==> config.mk <==
export PLATFORM = sky130hd
export DESIGN_NAME = nvm_lock_level_guard
export DESIGN_NICKNAME = d
export VERILOG_FILES = /design/src/hw/lock_section_check.v /design/src/hw/nvm_lock_level_guard.v
export VERILOG_INCLUDE_DIRS = /design/src /design/src/hw
export SDC_FILE = /design/constraint.sdc
export NUM_CORES = 1
export LEC_CHECK = 0
export BUFFER_PORTS_ARGS = -buffer_cell sky130_fd_sc_hd__buf_2
export CAP_MARGIN = 10
export CORE_MARGIN = 2
export CORE_UTILIZATION = 35
export CTS_CLUSTER_DIAMETER = 40
export CTS_CLUSTER_SIZE = 28
export DETAILED_ROUTE_END_ITERATION = 6
export PLACE_DENSITY = 0.7
export SYNTH_ARGS = -nofsm -noshare
export SYNTH_HDL_FRONTEND = slang
export SYNTH_SLANG_ARGS = --single-unit
==> constraint.sdc <==
create_clock -name clk_i -period 2 [get_ports clk_i]
set_clock_uncertainty 0.2 [all_clocks]
set_input_delay 0 -clock clk_i [delete_from_list [all_inputs] [get_ports clk_i]]
set_output_delay 0 -clock clk_i [all_outputs]
set_load 0.02 [all_outputs]
==> src/hw/nvm_lock_defs.vh <==
`ifndef NVM_LOCK_DEFS_VH
`define NVM_LOCK_DEFS_VH

// Register offsets on the plain register port
`define LOCK_ADDR_LEVELS     4'h0
`define LOCK_ADDR_STATUS     4'h1
`define LOCK_ADDR_EXT_PEND   4'h2

// Field positions in the protection level byte
`define LOCK_BOOT_HI         7
`define LOCK_BOOT_LO         6
`define LOCK_APP_HI          5
`define LOCK_APP_LO          4
`define LOCK_TBL_HI          3
`define LOCK_TBL_LO          2
`define LOCK_EXT_HI          1
`define LOCK_EXT_LO          0

// Reset value of the protection level byte (erased state)
`define LOCK_LEVELS_RESET    8'hFF

// Two-bit level encodings
`define LVL_UNPROTECTED      2'h3
`define LVL_WRITE_PROTECTED  2'h2
`define LVL_READ_PROTECTED   2'h1
`define LVL_READ_WRITE       2'h0

// Section codes for the current program counter region
`define SECT_APP             2'h0
`define SECT_TABLE           2'h1
`define SECT_BOOT            2'h2

// Chip erase duration in clock cycles
`define ERASE_CYCLES         4'h8

`endif

==> src/hw/lock_section_check.v <==
`timescale 1ns/1ns
`include "nvm_lock_defs.vh"

// Decides whether one CPU access to program memory is permitted
module lock_section_check
(
    input  wire [1:0] level_i,
    input  wire [1:0] exec_sect_i,
    input  wire       target_boot_i,
    input  wire       is_write_i,
    output wire       allow_o
);

    wire read_locked;
    wire write_locked;
    wire cross_read;

    // Bit 0 low blocks self-program writes, bit 1 low blocks cross-section reads
    assign write_locked = ~level_i[0];
    assign read_locked  = ~level_i[1];
    assign cross_read   = target_boot_i ? (exec_sect_i != `SECT_BOOT) : (exec_sect_i == `SECT_BOOT);
    assign allow_o      = is_write_i ? ~write_locked : ~(read_locked & cross_read);

endmodule

==> src/hw/nvm_lock_level_guard.v <==
// The implementer's own choices: strobed register access and the address map.
`timescale 1ns/1ns
`include "nvm_lock_defs.vh"

// Behaviour
// - Boot field writes only tighten; relaxing writes leave it unchanged (code ANDs per bit: a write raising one bit still applies a lowered one).
// - Boot field returns to unprotected only by chip erase.
// - Boot field: 11 open, 10 no writes, 01 no app reads, 00 both.
// - Boot read-locked with vectors in app: interrupts off in boot code.
// - Application field only moves to stricter locking.
// - Application field cleared only by chip erase.
// - Application field: 11 open, 10 no writes, 01 no boot reads, 00 both.
// - App or table read-locked, vectors in boot: interrupts off in app code.
// - Table field only written to a stricter setting.
// - Table field restored to unrestricted only by chip erase.
// - Table field: 11 open, 10 no writes, 01 no boot reads, 00 both.
// - External field sets flash/EEPROM protection for outside programming.
// - External field written only from the external programming port.
// - External field cleared only during chip erase.
// - Any external bit zero blocks test interface and debugger memory access.
// - External field never restricts processor software accesses.
// - External field 11: no locks on the programming interface.
// - External field 10: refuse flash, EEPROM and fuse writes.
// - External field 00: refuse memory program, read-back, fuse and lock access.
module nvm_lock_level_guard
(
    input  wire        clk_i,
    input  wire        rst_b_i,
    // Register port
    input  wire [3:0]  reg_addr_i,
    input  wire [7:0]  reg_wdata_i,
    input  wire        reg_wr_i,
    input  wire        reg_rd_i,
    output reg  [7:0]  reg_rdata_o,
    // CPU program memory access check
    input  wire        cpu_req_i,
    input  wire        cpu_write_i,
    input  wire [1:0]  cpu_target_sect_i,
    input  wire [1:0]  cpu_exec_sect_i,
    input  wire        vectors_in_boot_i,
    output wire        cpu_allow_o,
    output wire        irq_block_o,
    // External programming interface
    input  wire        ext_lock_wr_i,
    input  wire [7:0]  ext_lock_wdata_i,
    input  wire        ext_req_i,
    input  wire [2:0]  ext_kind_i,
    output wire        ext_allow_o,
    input  wire        chip_erase_i,
    output wire        erase_busy_o,
    // Debug paths
    input  wire        dbg_req_i,
    output wire        dbg_allow_o,
    output wire [7:0]  levels_o
);

    // External access kinds
    localparam [2:0] KIND_MEM_WRITE  = 3'h0;
    localparam [2:0] KIND_MEM_READ   = 3'h1;
    localparam [2:0] KIND_FUSE_WRITE = 3'h2;
    localparam [2:0] KIND_FUSE_READ  = 3'h3;
    localparam [2:0] KIND_LOCK_READ  = 3'h4;
    localparam [2:0] KIND_LOCK_WRITE = 3'h5;

    // Erase state machine
    localparam [0:0] ST_IDLE  = 1'b0;
    localparam [0:0] ST_ERASE = 1'b1;

    // Protection byte and erase sequencer state
    reg  [7:0] levels_q;
    reg  [7:0] levels_d;
    reg  [0:0] state_q;
    reg  [0:0] state_d;
    reg  [3:0] erase_cnt_q;
    reg  [3:0] erase_cnt_d;

    // Chip erase request synchroniser and edge detector
    reg        erase_s1_q;
    reg        erase_s2_q;
    reg        erase_s3_q;
    reg        erase_lvl_q;
    reg        erase_prev_q;

    // Sticky status bits and the external permission result
    reg        rejected_q;
    reg        rejected_d;
    reg        ext_written_q;
    reg        ext_written_d;
    reg        ext_allow_r;

    // Field views of the stored byte
    wire [1:0] boot_lvl;
    wire [1:0] app_lvl;
    wire [1:0] tbl_lvl;
    wire [1:0] ext_lvl;

    // Decoded strobes and section permission
    wire [1:0] target_lvl;
    wire       sect_allow;
    wire       erase_start;
    wire       erase_done;
    wire       sw_wr_levels;
    wire       status_rd;
    wire       ext_wr_ok;
    wire [7:0] sw_data;

    // Per-field relax flags, read-lock flags and external request class
    wire [3:0] sw_relax_fld;
    wire       sw_relaxes;
    wire [3:1] fld_rd_lock;
    wire [2:0] ext_class;
    genvar     gi;

    // Returns one when any bit of a new value tries to rise above the old
    function relaxes;
        input [7:0] old_v;
        input [7:0] new_v;
        begin
            relaxes = |(new_v & ~old_v);
        end
    endfunction

    // Picks the level field of the section that is targeted
    function [1:0] sect_level;
        input [1:0] sect;
        input [7:0] lv;
        begin
            case (sect)
                `SECT_BOOT:  sect_level = lv[`LOCK_BOOT_HI:`LOCK_BOOT_LO];
                `SECT_TABLE: sect_level = lv[`LOCK_TBL_HI:`LOCK_TBL_LO];
                default:     sect_level = lv[`LOCK_APP_HI:`LOCK_APP_LO];
            endcase
        end
    endfunction

    // Sorts an external request: program writes, memory read-back, fuse or lock access
    function [2:0] kind_class;
        input [2:0] kind;
        begin
            kind_class[0] = (kind == KIND_MEM_WRITE) || (kind == KIND_FUSE_WRITE);
            kind_class[1] = (kind == KIND_MEM_READ);
            kind_class[2] = (kind == KIND_FUSE_READ) || (kind == KIND_LOCK_READ) || (kind == KIND_LOCK_WRITE);
        end
    endfunction

    // Field views and the register copy
    assign boot_lvl = levels_q[`LOCK_BOOT_HI:`LOCK_BOOT_LO];
    assign app_lvl  = levels_q[`LOCK_APP_HI:`LOCK_APP_LO];
    assign tbl_lvl  = levels_q[`LOCK_TBL_HI:`LOCK_TBL_LO];
    assign ext_lvl  = levels_q[`LOCK_EXT_HI:`LOCK_EXT_LO];
    assign levels_o = levels_q;

    // Chip erase request arrives from the programming clock side: three stages
    always @(posedge clk_i or negedge rst_b_i)
    begin
        if (!rst_b_i)
        begin
            erase_s1_q   <= 1'b0;
            erase_s2_q   <= 1'b0;
            erase_s3_q   <= 1'b0;
            erase_lvl_q  <= 1'b0;
            erase_prev_q <= 1'b0;
        end
        else
        begin
            erase_s1_q   <= chip_erase_i;
            erase_s2_q   <= erase_s1_q;
            erase_s3_q   <= erase_s2_q;
            if (erase_s2_q == erase_s3_q)
                erase_lvl_q <= erase_s3_q;
            erase_prev_q <= erase_lvl_q;
        end
    end

    // One-cycle pulse on the filtered rising edge
    assign erase_start = erase_lvl_q & ~erase_prev_q;

    // Software only touches the three section fields; external bits are masked
    assign sw_wr_levels = reg_wr_i && (reg_addr_i == `LOCK_ADDR_LEVELS);
    assign sw_data      = {reg_wdata_i[7:2], 2'h3};

    // Status clear strobe, and external writes only while the external field is open
    assign status_rd = reg_rd_i && (reg_addr_i == `LOCK_ADDR_STATUS);
    assign ext_wr_ok = ext_lock_wr_i && (ext_lvl == `LVL_UNPROTECTED);

    // Relax detection per section field; the forced external bits never count
    generate
        for (gi = 1; gi < 4; gi = gi + 1)
        begin : g_sw_relax
            assign sw_relax_fld[gi] = |(reg_wdata_i[2*gi+1:2*gi] & ~levels_q[2*gi+1:2*gi]);
        end
    endgenerate
    assign sw_relax_fld[0] = 1'b0;
    assign sw_relaxes      = |sw_relax_fld;

    // Read-lock decode per section field: bit 1 low locks foreign reads
    generate
        for (gi = 1; gi < 4; gi = gi + 1)
        begin : g_rd_lock
            assign fld_rd_lock[gi] = ~levels_q[2*gi+1];
        end
    endgenerate

    // Level update: tighten-only writes, chip erase restores the levels and ext_written_q but not rejected_q
    always @*
    begin
        levels_d      = levels_q;
        state_d       = state_q;
        erase_cnt_d   = erase_cnt_q;
        rejected_d    = rejected_q;
        ext_written_d = ext_written_q;
        // Status read clears first so that a relax in the same cycle still sets
        if (status_rd)
            rejected_d = 1'b0;
        case (state_q)
            ST_IDLE:
            begin
                if (erase_start)
                begin
                    state_d     = ST_ERASE;
                    erase_cnt_d = `ERASE_CYCLES;
                end
                else
                begin
                    if (sw_wr_levels)
                    begin
                        levels_d = levels_d & sw_data;
                        if (sw_relaxes)
                            rejected_d = 1'b1;
                    end
                    if (ext_wr_ok)
                    begin
                        levels_d = levels_d & ext_lock_wdata_i;
                        if (relaxes(levels_q, ext_lock_wdata_i))
                            rejected_d = 1'b1;
                        if (ext_lock_wdata_i[1:0] != `LVL_UNPROTECTED)
                            ext_written_d = 1'b1;
                    end
                end
            end
            ST_ERASE:
            begin
                erase_cnt_d = erase_cnt_q - 4'h1;
                if (erase_done)
                begin
                    levels_d      = `LOCK_LEVELS_RESET;
                    ext_written_d = 1'b0;
                    state_d       = ST_IDLE;
                end
            end
            default:
            begin
                state_d = ST_IDLE;
            end
        endcase
    end

    // State registers
    always @(posedge clk_i or negedge rst_b_i)
    begin
        if (!rst_b_i)
        begin
            levels_q      <= `LOCK_LEVELS_RESET;
            state_q       <= ST_IDLE;
            erase_cnt_q   <= 4'h0;
            rejected_q    <= 1'b0;
            ext_written_q <= 1'b0;
        end
        else
        begin
            levels_q      <= levels_d;
            state_q       <= state_d;
            erase_cnt_q   <= erase_cnt_d;
            rejected_q    <= rejected_d;
            ext_written_q <= ext_written_d;
        end
    end

    // Busy for the whole erase countdown; done marks its last cycle
    assign erase_busy_o = (state_q == ST_ERASE);
    assign erase_done   = (state_q == ST_ERASE) && (erase_cnt_q == 4'h1);

    // CPU access decode per section level; external field plays no part
    assign target_lvl = sect_level(cpu_target_sect_i, levels_q);

    lock_section_check u_check
    (
        .level_i       (target_lvl),
        .exec_sect_i   (cpu_exec_sect_i),
        .target_boot_i (cpu_target_sect_i == `SECT_BOOT),
        .is_write_i    (cpu_write_i),
        .allow_o       (sect_allow)
    );

    // Section permission, held off during erase
    assign cpu_allow_o = cpu_req_i & sect_allow & ~erase_busy_o;

    // Interrupt suppression when the executing side (boot, or app and table) is read-locked and vectors sit on the other side
    assign irq_block_o = (fld_rd_lock[3] & ~vectors_in_boot_i & (cpu_exec_sect_i == `SECT_BOOT))
                       | ((fld_rd_lock[2] | fld_rd_lock[1]) & vectors_in_boot_i
                          & (cpu_exec_sect_i != `SECT_BOOT));

    // Request class of the external access
    assign ext_class = kind_class(ext_kind_i);

    // External programming permission by external level
    always @*
    begin
        ext_allow_r = 1'b0;
        case (ext_lvl)
            `LVL_UNPROTECTED:
                ext_allow_r = 1'b1;
            `LVL_WRITE_PROTECTED:
                ext_allow_r = ~ext_class[0];
            default:
                ext_allow_r = ~|ext_class;
        endcase
    end

    // Outward permissions, all held off during erase
    assign ext_allow_o = ext_req_i & ext_allow_r & ~erase_busy_o;
    assign dbg_allow_o = dbg_req_i & (&ext_lvl) & ~erase_busy_o;

    // Register read port, data one cycle after the strobe
    always @(posedge clk_i or negedge rst_b_i)
    begin
        if (!rst_b_i)
            reg_rdata_o <= 8'h00;
        else if (reg_rd_i)
        begin
            case (reg_addr_i)
                `LOCK_ADDR_LEVELS:   reg_rdata_o <= levels_q;
                `LOCK_ADDR_STATUS:   reg_rdata_o <= {6'h00, rejected_q, erase_busy_o};
                `LOCK_ADDR_EXT_PEND: reg_rdata_o <= {7'h00, ext_written_q};
                default:             reg_rdata_o <= 8'h00;
            endcase
        end
        else
            reg_rdata_o <= 8'h00;
    end

endmodule

==> out/results.env, run 1 <==
RUN_STATUS='complete, no violations'
AREA_GROWTH_FROM_SYNTHESIS_TO_LAYOUT_PCT=46.5
POWER.DENSITY_CELL_AREA_nW_PER_UM2=1070
CRIT_TYPE='reg2out'
DOMINANTREGCELLSYNTH='sky130_fd_sc_hd__dfrtp_1'
LAYOUT.NETS=257
FLIP_FLOP_AND_LATCH_COUNT_AFTER_SYNTHESIS=28
REMAINING_DRC_ERRORS=0
STD_CELL_ROWS=22
AVGROUTEDWIREPERCELL_UM=13.2
GR-TOTAL-OVERFLOW=0
UNREPAIRED_SETUP_ENDPOINTS_AFTER_GLOBAL_ROUTING='no'
YOSYSSEQAREASHARE_PCT=51.2
FINALHOLDVIOLATIONS=0
ROUTED_VIA_DENSITY=5.00
TOP_LEVEL_PORTS=59
SYNTH_TOP_AREA_SHARE_PCT=36.0
INITIAL_CORE_UTILIZATION_PCT=37.1
FP.DIEH_UM=67.0
CLOCK_LATENCY_PS=260
FINALCRITPERIODSHARE_PCT=91.1
TIGHTEST_SLEW_PS=588
HPWLAFTERDP_MM=2.46
ANTENNA_FOUND_INITIAL=0
POSTROUTEWIRELENGTH_MM=3.46
CLOCK_TREE.ROOT_CELL='sky130_fd_sc_hd__clkbuf_8'
HIGHEST_COUNT_CELLS_IN_THE_LAYOUT_IGNORING_FILL_AND_TAPS='56 x sky130_fd_sc_hd__buf_2, 25 x sky130_fd_sc_hd__dlygate4sd3_1, 20 x sky130_fd_sc_hd__dfrtp_1'
ROUTE.VIAS.TOTAL=1314
ROUTABILITY_DRIVEN_PLACEMENT_CONGESTION_RATIO=0.730
WL_MET1_MM=1.44
PLACEABLECOREAREA_UM2=3740
CTS.SINK_COUNT=28
VIOLATION_COUNT_AFTER_THE_FIRST_DETAILED_ROUTING_ITERATION=48
SYNTH_ENABLE_FLOP_CELLS=0
STARTPOINT_CLASS_OF_THE_CRITICAL_PATH='flip-flop'
FIRST_GLOBAL_VIAS=1235
FINAL_LAYOUT_SIZE_SUFFIX_GT1_SHARE_PCT=36.4
CLK_PATH_BUF_DEPTH=2
ROUTED.TOP_LAYER='met4'
WL_MET3_UM=153
SYNTHESIZED_AREA_UM2=1390
WL_MET2_MM=1.73
GRT_FIRST_PASS_WIRELENGTH_MM=5.41
CP-END-KIND='output pin'
PEAKVDDDROP_mV=0.464
TIMING.CRITICAL_PATH.REQUIRED_PS=1800
SETUP_VIOL=0
TOTALNEGATIVESETUPSLACK_PS=0
DR.PASS1.ITERS=4
CRITPATHARRIVALTIME_PS=1620
SYNTH_TOP_CELLS_BY_AREA='sky130_fd_sc_hd__dfrtp_1 36%, sky130_fd_sc_hd__dfstp_2 15%, sky130_fd_sc_hd__a22oi_1 4.9%'
TRITONCTS='built'
SYNTH_NETS=171
ANT_NETS=0
FINALWORSTPATHREQUIREDPERIOD_PS=1820
FP.DIEAREA_UM2=4490
LAYOUT_COMMONEST_CELL='sky130_fd_sc_hd__buf_2'
SYNTH.DISTINCT_CELLS=36
POWER.LEAKAGE_nW=1.06
SYNTH_ASYNC_SR_FLOP_SHARE_PCT=100
SYNTH_LARGEST_AREA_CELL='sky130_fd_sc_hd__dfrtp_1'
MEAN_INSTANCE_SIZE_IN_THE_SYNTHESIZED_NETLIST_UM2=10.8
GRTUSAGETOTAL_PCT=16.2
MAXSLEWVIOLCOUNT=0
HTREE_LEVELS=1
GRT_START_MAX_NET_PINS=29
PATH_CLK_SLEW_PS=90
SLEW_MARGIN_REL_PCT=60.8
IO_BUFFERS=56
YOSYS_WARNINGS=0
POSTPLACECELLAREA_UM2=1720
CRITICAL_PATH_PEAK_FANOUT=5
TRITONCTS.NUM_BUFFERS=3
MAX_CAP_VIOLATIONS=0
CHIPWIDTH_UM=67.0
HOLD_PATH_CLASS='in2async'
CLOCK.FMAX_MHz=549
FINAL_CELL_AREA_UM2=2030
SYNTHESIS.INSTANCES=129
metrics by stage:
| step | setup slack (ps) | hold WS, ps | total power, W | instances | utilization, % |
|---|---|---|---|---|---|
| 6_report | 178 | 64.6 | 0.00218 | 263 | 54.3 |
| 5_1_grt | 41.4 | 117 | 0.00236 | 262 | 54.3 |
| 4_1_cts | 50.4 | 80.6 | 0.00218 | 262 | 54.2 |
| 3_5_place_dp | 441 | -161 | 0.00184 | 232 | 46.1 |
| 3_3_place_gp | 442 | -163 | 0.00182 | 232 | 46.1 |
| 2_1_floorplan | 246 | -496 | 0.00155 | 129 | - |
area by class of cell:
| type | count | area, um^2 |
|---|---|---|
| Antenna cell | 1 | 2.50 |
| Clock buffer | 4 | 45.0 |
| Fill cell | 353 | 1710 |
| Inverter | 15 | 56.3 |
| Multi-Input combinational cell | 85 | 617 |
| Sequential cell | 28 | 711 |
| Tap cell | 48 | 60.1 |
| Timing Repair Buffer | 82 | 543 |
logic make-up (layout without fill, tap and decap cells):
logic type	Yosys count	count (layout)	synth area share (%)
adders and majority gates	5	5	4.32
other	0	1	0
muxes	2	2	1.44
xor gates and xnor gates	2	2	1.26
and+or+nand+nor	42	42	18.6
buffers and inverters	16	101	4.41
DFF	28	28	51.2
AOI/OAI and AO/OA	34	34	18.7
sequential cells by signal, indices dropped and copies added (netlist names):
register,cells
erase_s3_q,1
levels_o,8
erase_s2_q,1
rejected_q,1
erase_cnt_q,4
erase_s1_q,1
erase_busy_o,1
ext_written_q,1
erase_prev_q,1
reg_rdata_o,8
erase_lvl_q,1
routing by layer:
layer	vias to the layer above	GRT usage (%)
li1	631	-
met1	631	20.1
met2	40	26.5
met3	12	2.20
met4	0	9.69
met5	-	0
timing repair:
item	CTS	global route
hold buffers	26	0
gates resized for setup	0	3
setup buffers	0	0
endpoints found under the setup margin	0	7
endpoints found under the hold margin	47	0
power breakdown:
| part | switching, W | total [W] | internal (W) |
|---|---|---|---|
| combinational | 0.000544 | 0.000948 | 0.000404 |
| sequential | 0.000151 | 0.000934 | 0.000784 |
| clock | 0.000157 | 0.000300 | 0.000142 |
final timing paths:
check                                   from        endpoint  slack [ps]  depth (start not counted)
min                                  rst_b_i      erase_s1_q          60                          2
min in group clk_i         vectors_in_boot_i     irq_block_o         110                          3
min reg2reg                       erase_s1_q      erase_s2_q         170                          0
max                              levels_o[7]     cpu_allow_o         180                          5
max in group asynchronous            rst_b_i  reg_rdata_o[2]        1150                          2
max reg2reg                      levels_o[0]  reg_rdata_o[0]         210                          4
worst max-delay path: stages, from the launching register on:
cell and delay (ps):
sky130_fd_sc_hd__dfstp_2 550, sky130_fd_sc_hd__inv_2 60, sky130_fd_sc_hd__o211ai_1 170, sky130_fd_sc_hd__o21ai_1 90, sky130_fd_sc_hd__a221oi_1 280, sky130_fd_sc_hd__buf_2 210
synthesized netlist by cell type, types with 3 or more instances:
library cell,instances
sky130_fd_sc_hd__nand2_1,16
sky130_fd_sc_hd__ha_1,4
sky130_fd_sc_hd__a21oi_1,3
sky130_fd_sc_hd__inv_1,14
sky130_fd_sc_hd__o21ai_0,8
sky130_fd_sc_hd__dfstp_2,8
sky130_fd_sc_hd__nor3_1,7
sky130_fd_sc_hd__nor2_1,5
sky130_fd_sc_hd__o221a_1,6
sky130_fd_sc_hd__dfrtp_1,20
sky130_fd_sc_hd__a22oi_1,9
Note: power is estimated with default switching activity, not from simulation.
==> inputs of run 2 (changes only) <==
==> constraint.sdc (replaced) <==
create_clock -name clk_i -period 2 [get_ports clk_i]
set_clock_uncertainty 0.2 [all_clocks]
set_input_delay 0.1 -clock clk_i [delete_from_list [all_inputs] [get_ports clk_i]]
set_output_delay 0.1 -clock clk_i [all_outputs]
set_load 0.02 [all_outputs]
==> run 2 against run 1 <==
  * Maximum frequency shrank 5.5%
  * Hold slack lost 23 ps
  * Via count is 3.3% lower
  * First-iteration DRC count up 10%
  * Flip-flop and latch count unchanged
  * Clock power increased by 2%
  * Final area down 2.2%
  * Register-to-register slack is essentially flat
  * Total power up 1.6%
  * Sequential share of layout area increased by 0.79 points
  * Combinational power is 2.3% higher
  * Count of clock-buffer cells in the layout unchanged
  * Critical path type unchanged
  * Largest cell class unchanged
  * Largest power group unchanged
  * Highest routed layer unchanged
==> out/results.env, run 2 (synthesis results as in run 1) <==
RUN_STATUS='complete, no violations'
PEAKVDDDROP_mV=0.508  # +9.5%
TRITONCTS.NUM_BUFFERS=3  # unchanged
MAXSLEWVIOLCOUNT=0  # unchanged
POWER.DENSITY_CELL_AREA_nW_PER_UM2=1110  # +3.9%
IO_BUFFERS=56  # unchanged
VIOLATION_COUNT_AFTER_THE_FIRST_DETAILED_ROUTING_ITERATION=53  # +10%
POSTROUTEWIRELENGTH_MM=3.47  # +0.14%
UNREPAIRED_SETUP_ENDPOINTS_AFTER_GLOBAL_ROUTING='yes'
SLEW_MARGIN_REL_PCT=60.9  # +0.11 points
REPORT.POWER.TOTAL_W=0.00222  # +1.6%
GR-TOTAL-OVERFLOW=0  # unchanged
PATH_CLK_SLEW_PS=90  # about the same
FF2FF_SETUP_SLACK_PS=210  # about the same
CLOCK.FMAX_MHz=519  # -5.5%
CLK_PATH_BUF_DEPTH=2  # unchanged
ANTENNA_FOUND_INITIAL=0  # unchanged
ROUTABILITY_DRIVEN_PLACEMENT_CONGESTION_RATIO=0.746  # +2.3%
STD_CELL_ROWS=22  # unchanged
FP.DIEH_UM=67.0  # unchanged
LAYOUT.NETS=253  # -1.6%
CLOCK_TREE.ROOT_CELL='sky130_fd_sc_hd__clkbuf_8'
DR.PASS1.ITERS=4  # unchanged
LAYOUT_COMMONEST_CELL='sky130_fd_sc_hd__buf_2'
FP.DIEAREA_UM2=4490  # unchanged
GRTUSAGETOTAL_PCT=16.7  # +0.52 points
TRITONCTS='built'
POST-PLACE-CELLS=232  # unchanged
FIRST_GLOBAL_VIAS=1202  # -2.7%
CRITPATHARRIVALTIME_PS=1630  # about the same
TIGHTEST_SLEW_PS=586  # -1.60 ps
SETUP_VIOL=0  # unchanged
FINAL_LAYOUT_SIZE_SUFFIX_GT1_SHARE_PCT=38.1  # +1.6 points
R2R.WORST_PATH.CELLS=4  # unchanged
HOLD_PATH_END='rejected_q'
FINAL_LAYOUT_WORST_HOLD_SLACK_PS=41.4  # -23.2 ps
FINALWORSTPATHREQUIREDPERIOD_PS=1930  # +105 ps
MIN-DELAY-START='reg_addr_i[2]'
CRITICAL_PATH.REG2REG.STARTPOINT='levels_o[0]'
HOLD_PATH_CLASS='in2reg'
CRITICAL_PATH.REG2REG.ENDPOINT='reg_rdata_o[0]'
STARTPOINT_CLASS_OF_THE_CRITICAL_PATH='flip-flop'
HTREE_LEVELS=1  # unchanged
TIMING.CRITICAL_PATH.REQUIRED_PS=1700  # -100 ps
CRIT_TYPE='reg2out'
HIGHEST_COUNT_CELLS_IN_THE_LAYOUT_IGNORING_FILL_AND_TAPS='56 x sky130_fd_sc_hd__buf_2, 20 x sky130_fd_sc_hd__dfrtp_1, 20 x sky130_fd_sc_hd__dlygate4sd3_1'
CP-END-KIND='output pin'
REMAINING_DRC_ERRORS=0  # unchanged
AVGROUTEDWIREPERCELL_UM=13.4  # +1.7%
ANT_NETS=0  # unchanged
GRT_START_MAX_NET_PINS=29  # unchanged
WORSTHOLDPATHCELLS=4
CTS.SINK_COUNT=28  # unchanged
TOP_LEVEL_PORTS=59  # unchanged
HPWLAFTERDP_MM=2.51  # +1.9%
MAX_STAGE_DELAY_PS=570  # +20 ps
AREA_GROWTH_FROM_SYNTHESIS_TO_LAYOUT_PCT=43.2
LAYOUTNONFILLERINSTCOUNT=259  # -1.5%
INITIAL_CORE_UTILIZATION_PCT=37.1  # unchanged
CRIT_PATH_CELL_TRACE='inv_4, o211ai_1, o21ai_1, a221oi_1, buf_2'
GRT_FIRST_PASS_WIRELENGTH_MM=5.46  # +0.89%
CRITICAL_PATH_PEAK_FANOUT=3  # -2
MAX_CAP_VIOLATIONS=0  # unchanged
FINALCRITPERIODSHARE_PCT=96.4  # +5.3 points
ROUTED_VIA_DENSITY=4.91  # -1.8%
CHIPWIDTH_UM=67.0  # unchanged
CLOCK_LATENCY_PS=270  # about the same
POWER.LEAKAGE_nW=1.03  # -2.9%
PLACEABLECOREAREA_UM2=3740  # unchanged
ROUTE.VIAS.TOTAL=1271  # -3.3%
FINALHOLDVIOLATIONS=0  # unchanged
FINAL_CORE_UTIL_PCT=53.1  # -1.2 points
SLOWEST_CELL_ON_CRIT_PATH='sky130_fd_sc_hd__dfstp_2'
run 2: repair_timing:
item | in CTS | in global routing
hold endpoints to repair | 38 | 0
gates resized for setup | 0 | 3
setup endpoints to repair | 0 | 1
hold buffers | 20 | 0
buffers inserted | 0 | 2
run 2: area by class of cell:
class	count	area [um^2]
clock buffer	4	45.0
multi-input combinational	85	617
fill	355	1750
sequential	28	711
timing repair buffer	78	495
inverter	15	58.8
antenna	1	2.50
tap	48	60.1
run 2: critical path, delay by kind of cell, from the launching register on:
family                 cells  cell delay [ps]
buffers and inverters      2              250
AO/OA/AOI/OAI              3              530
flip-flops                 1              570
run 2: routing by layer:
metal | GRT usage [%] | share of wire (%)
met5 | 0 | 0
met4 | 9.44 | 2.5
met3 | 2.70 | 3.0
met2 | 27.3 | 52
met1 | 20.8 | 43
run 2: metrics by stage:
step / TNS (ps) / worst slack, ps / area [um^2]
floorplan: 0 / 146 / 1390
global placement: 0 / 348 / 1720
detailed placement: 0 / 331 / 1720
CTS: 0 / 23.1 / 1970
global route: -32.4 / -32.4 / 1990
finish: 0 / 72.7 / 1990
run 2: worst max path at each step:
stage,startpoint,endpoint,slack (ps),cells past startpoint
after global routing,levels_o[7],cpu_allow_o,-30,5
after detailed placement,levels_o[7],cpu_allow_o,330,5
final,levels_o[7],cpu_allow_o,70,5
after global placement,levels_o[7],cpu_allow_o,350,5
after CTS,levels_o[7],cpu_allow_o,20,5
after floorplan,levels_o[7],cpu_allow_o,150,4
run 2: where the power goes:
part	total (W)	leakage (nW)	internal, W	switching (W)
combinational	0.000970	0.669	0.000419	0.000551
sequential	0.000940	0.334	0.000784	0.000155
clock	0.000307	0.0228	0.000143	0.000165
==> inputs of run 3 (changes only) <==
Settings changed: CORE_UTILIZATION 35 to 46, PLACE_DENSITY 0.7 to 0.85.
==> run 3 against run 2 <==
  * The flow now finishes with violations (design-rule violations, negative setup slack)
  * Critical path depth did not move
  * Die area fell by 23%
  * Final cell count fell by 5.4%
  * Maximum frequency fell by 5.3%
  * Final area rose by 1.2%
  * Register-to-register slack got worse by 110 ps
  * Non-clock buffer count rose by 4
  * Total power rose by 5.6%
  * Setup slack got worse by 110 ps
  * Clock power rose by 24%
  * Largest cell class unchanged
==> out/results.env, run 3 (synthesis results as in run 1) <==
POST-PLACE-CELLS=215  # -7.3%
CRITICAL_PATH.REG2REG.STARTPOINT='levels_o[0]'
GRT_FIRST_PASS_WIRELENGTH_MM=6.80  # +25%
POWER.LEAKAGE_nW=1.05  # +2.1%
FINAL_CELL_AREA_UM2=2010  # +1.2%
CLOCK.FMAX_MHz=491  # -5.3%
CTS.SINK_COUNT=28  # unchanged
GR-TOTAL-OVERFLOW=0  # unchanged
CLK_PATH_BUF_DEPTH=2  # unchanged
ROUTED_VIA_DENSITY=5.97  # +22%
STD_CELL_ROWS=19  # -14%
TRITONCTS.NUM_BUFFERS=3  # unchanged
ROUTABILITY_DRIVEN_PLACEMENT_CONGESTION_RATIO=0.843  # +13%
GRT_START_MAX_NET_PINS=29  # unchanged
SLEW_MARGIN_REL_PCT=62.0  # +1.1 points
REPORT.POWER.TOTAL_W=0.00234  # +5.6%
DR.PASS1.ITERS=7  # +3
FINALHOLDVIOLATIONS=0  # unchanged
FINALWORSTPATHREQUIREDPERIOD_PS=2040  # +108 ps
RUN_STATUS='complete, but fails checks'
POSTPLACECELLAREA_UM2=1700  # -1.2%
LAYOUT_COMMONEST_CELL='sky130_fd_sc_hd__buf_2'
CRITPATHARRIVALTIME_PS=1740  # +110 ps
ANT_NETS=0  # unchanged
TOP_LEVEL_PORTS=59  # unchanged
CHIPWIDTH_UM=58.9  # -12%
PLACEABLECOREAREA_UM2=2810  # -25%
POSTROUTEWIRELENGTH_MM=4.10  # +18%
SETUP_VIOL=1  # +1
CRITICAL_PATH.REG2REG.ENDPOINT='reg_rdata_o[0]'
STARTPOINT_CLASS_OF_THE_CRITICAL_PATH='flip-flop'
FINALCRITPERIODSHARE_PCT=102  # +5.4 points
UNREPAIRED_SETUP_ENDPOINTS_AFTER_GLOBAL_ROUTING='yes'
AREA_GROWTH_FROM_SYNTHESIS_TO_LAYOUT_PCT=45.0
IO_BUFFERS=56  # unchanged
HPWLAFTERDP_MM=2.67  # +6.4%
CRIT_TYPE='reg2out'
FIRST_GLOBAL_VIAS=1405  # +17%
VIOLATION_COUNT_AFTER_THE_FIRST_DETAILED_ROUTING_ITERATION=57  # +7.5%
CP-END-KIND='output pin'
PEAKVDDDROP_mV=0.647  # +27%
LAYOUTNONFILLERINSTCOUNT=245  # -5.4%
POST-PLACE-WS_PS=298  # -32.8 ps
VIOLATIONS='design-rule violations, negative setup slack'
HOLD_PATH_CLASS='in2async'
PATH_CLK_SLEW_PS=150  # +60 ps
MAXSLEWVIOLCOUNT=0  # unchanged
MAX_CAP_VIOLATIONS=0  # unchanged
LAYOUT.NETS=257  # +1.6%
HIGHEST_COUNT_CELLS_IN_THE_LAYOUT_IGNORING_FILL_AND_TAPS='56 x sky130_fd_sc_hd__buf_2, 24 x sky130_fd_sc_hd__dlygate4sd3_1, 20 x sky130_fd_sc_hd__dfrtp_1'
TRITONCTS='built'
ANTENNA_FOUND_INITIAL=0  # unchanged
AVGROUTEDWIREPERCELL_UM=16.7  # +25%
FP.DIEAREA_UM2=3470  # -23%
TIGHTEST_SLEW_PS=570  # -16.2 ps
HTREE_LEVELS=1  # unchanged
FINAL_LAYOUT_SIZE_SUFFIX_GT1_SHARE_PCT=37.9  # -0.24 points
FP.DIEH_UM=58.9  # -12%
INITIAL_CORE_UTILIZATION_PCT=49.5  # +12 points
R2R.WORST_PATH.CELLS=4  # unchanged
GRTUSAGETOTAL_PCT=25.9  # +9.2 points
REMAINING_DRC_ERRORS=1  # +1
CLOCK_TREE.ROOT_CELL='sky130_fd_sc_hd__clkbuf_4'
LAYOUT.FILLER_CELLS=191  # -46%
POWER.DENSITY_CELL_AREA_nW_PER_UM2=1160  # +4.4%
CRITICAL_PATH_PEAK_FANOUT=2  # -1
ROUTE.VIAS.TOTAL=1462  # +15%
WORST_SLACK_PS=-35.2  # -108 ps
FF2FF_SETUP_SLACK_PS=100  # -110 ps
CLOCK_LATENCY_PS=350  # +80 ps
TIMING.CRITICAL_PATH.REQUIRED_PS=1700  # about the same
INSERTEDDIODECOUNT=0  # -1
==> run 3: power breakdown <==
group | switching, W | internal (W) | leakage, nW
clock | 0.000177 | 0.000203 | 0.0279
sequential | 0.000164 | 0.000784 | 0.334
combinational | 0.000590 | 0.000424 | 0.685
total | 0.000932 | 0.00141 | 1.05
==> run 3: layout make-up <==
cell class / instances / area (um^2) / share of cell area [%]
clock inverters: 1 / 30.0 / 1.49
clock buffers: 3 / 22.5 / 1.12
multi-input cells: 85 / 617 / 30.6
inverters: 15 / 58.8 / 2.92
flip-flops and latches: 28 / 711 / 35.3
well taps: 31 / 38.8 / 1.93
repair buffers: 82 / 536 / 26.6
==> run 3: worst max-delay path by stage <==
| stage | depth (start not counted) | endpoint | from | slack, ps |
|---|---|---|---|---|
| 6_report | 5 | cpu_allow_o | levels_o[7] | -40 |
| 5_1_grt | 5 | cpu_allow_o | levels_o[3] | -50 |
| 4_1_cts | 5 | cpu_allow_o | levels_o[7] | -10 |
| 3_5_place_dp | 5 | cpu_allow_o | levels_o[7] | 300 |
| 3_3_place_gp | 5 | cpu_allow_o | levels_o[7] | 380 |
| 2_1_floorplan | 4 | cpu_allow_o | levels_o[7] | 150 |
==> run 3: metrics by stage <==
step / TNS [ps] / utilization, % / hold slack, ps
global route: -50.1 / 71.8 / 98.0
floorplan: 0 / - / -396
global placement: 0 / 60.7 / -88.6
finish: -35.2 / 71.8 / 52.8
detailed placement: 0 / 60.7 / -66.2
CTS: -13.3 / 71.8 / 87.5
==> run 3: what timing repair did <==
item	4_1_cts	5_1_grt
buffers inserted	2	0
pin swaps	2	1
hold buffers	24	0
hold endpoints to repair	47	0
setup endpoints to repair	1	1
gates resized for setup	4	0
==> run 3: per-layer routing <==
layer  share of wire, %  wire [um]  GRT usage, %
met4                2.9        118          12.3
met1                 39       1620          35.6
met2                 49       2020          41.1
met3                8.3        342          2.64
met5                  0          0             0
==> run 3: worst max-delay path: stages (launching register included) <==
cell and delay [ps]:
sky130_fd_sc_hd__dfstp_2 580, sky130_fd_sc_hd__inv_4 30, sky130_fd_sc_hd__o211ai_1 140, sky130_fd_sc_hd__o21ai_1 90, sky130_fd_sc_hd__a221oi_1 310, sky130_fd_sc_hd__buf_2 230
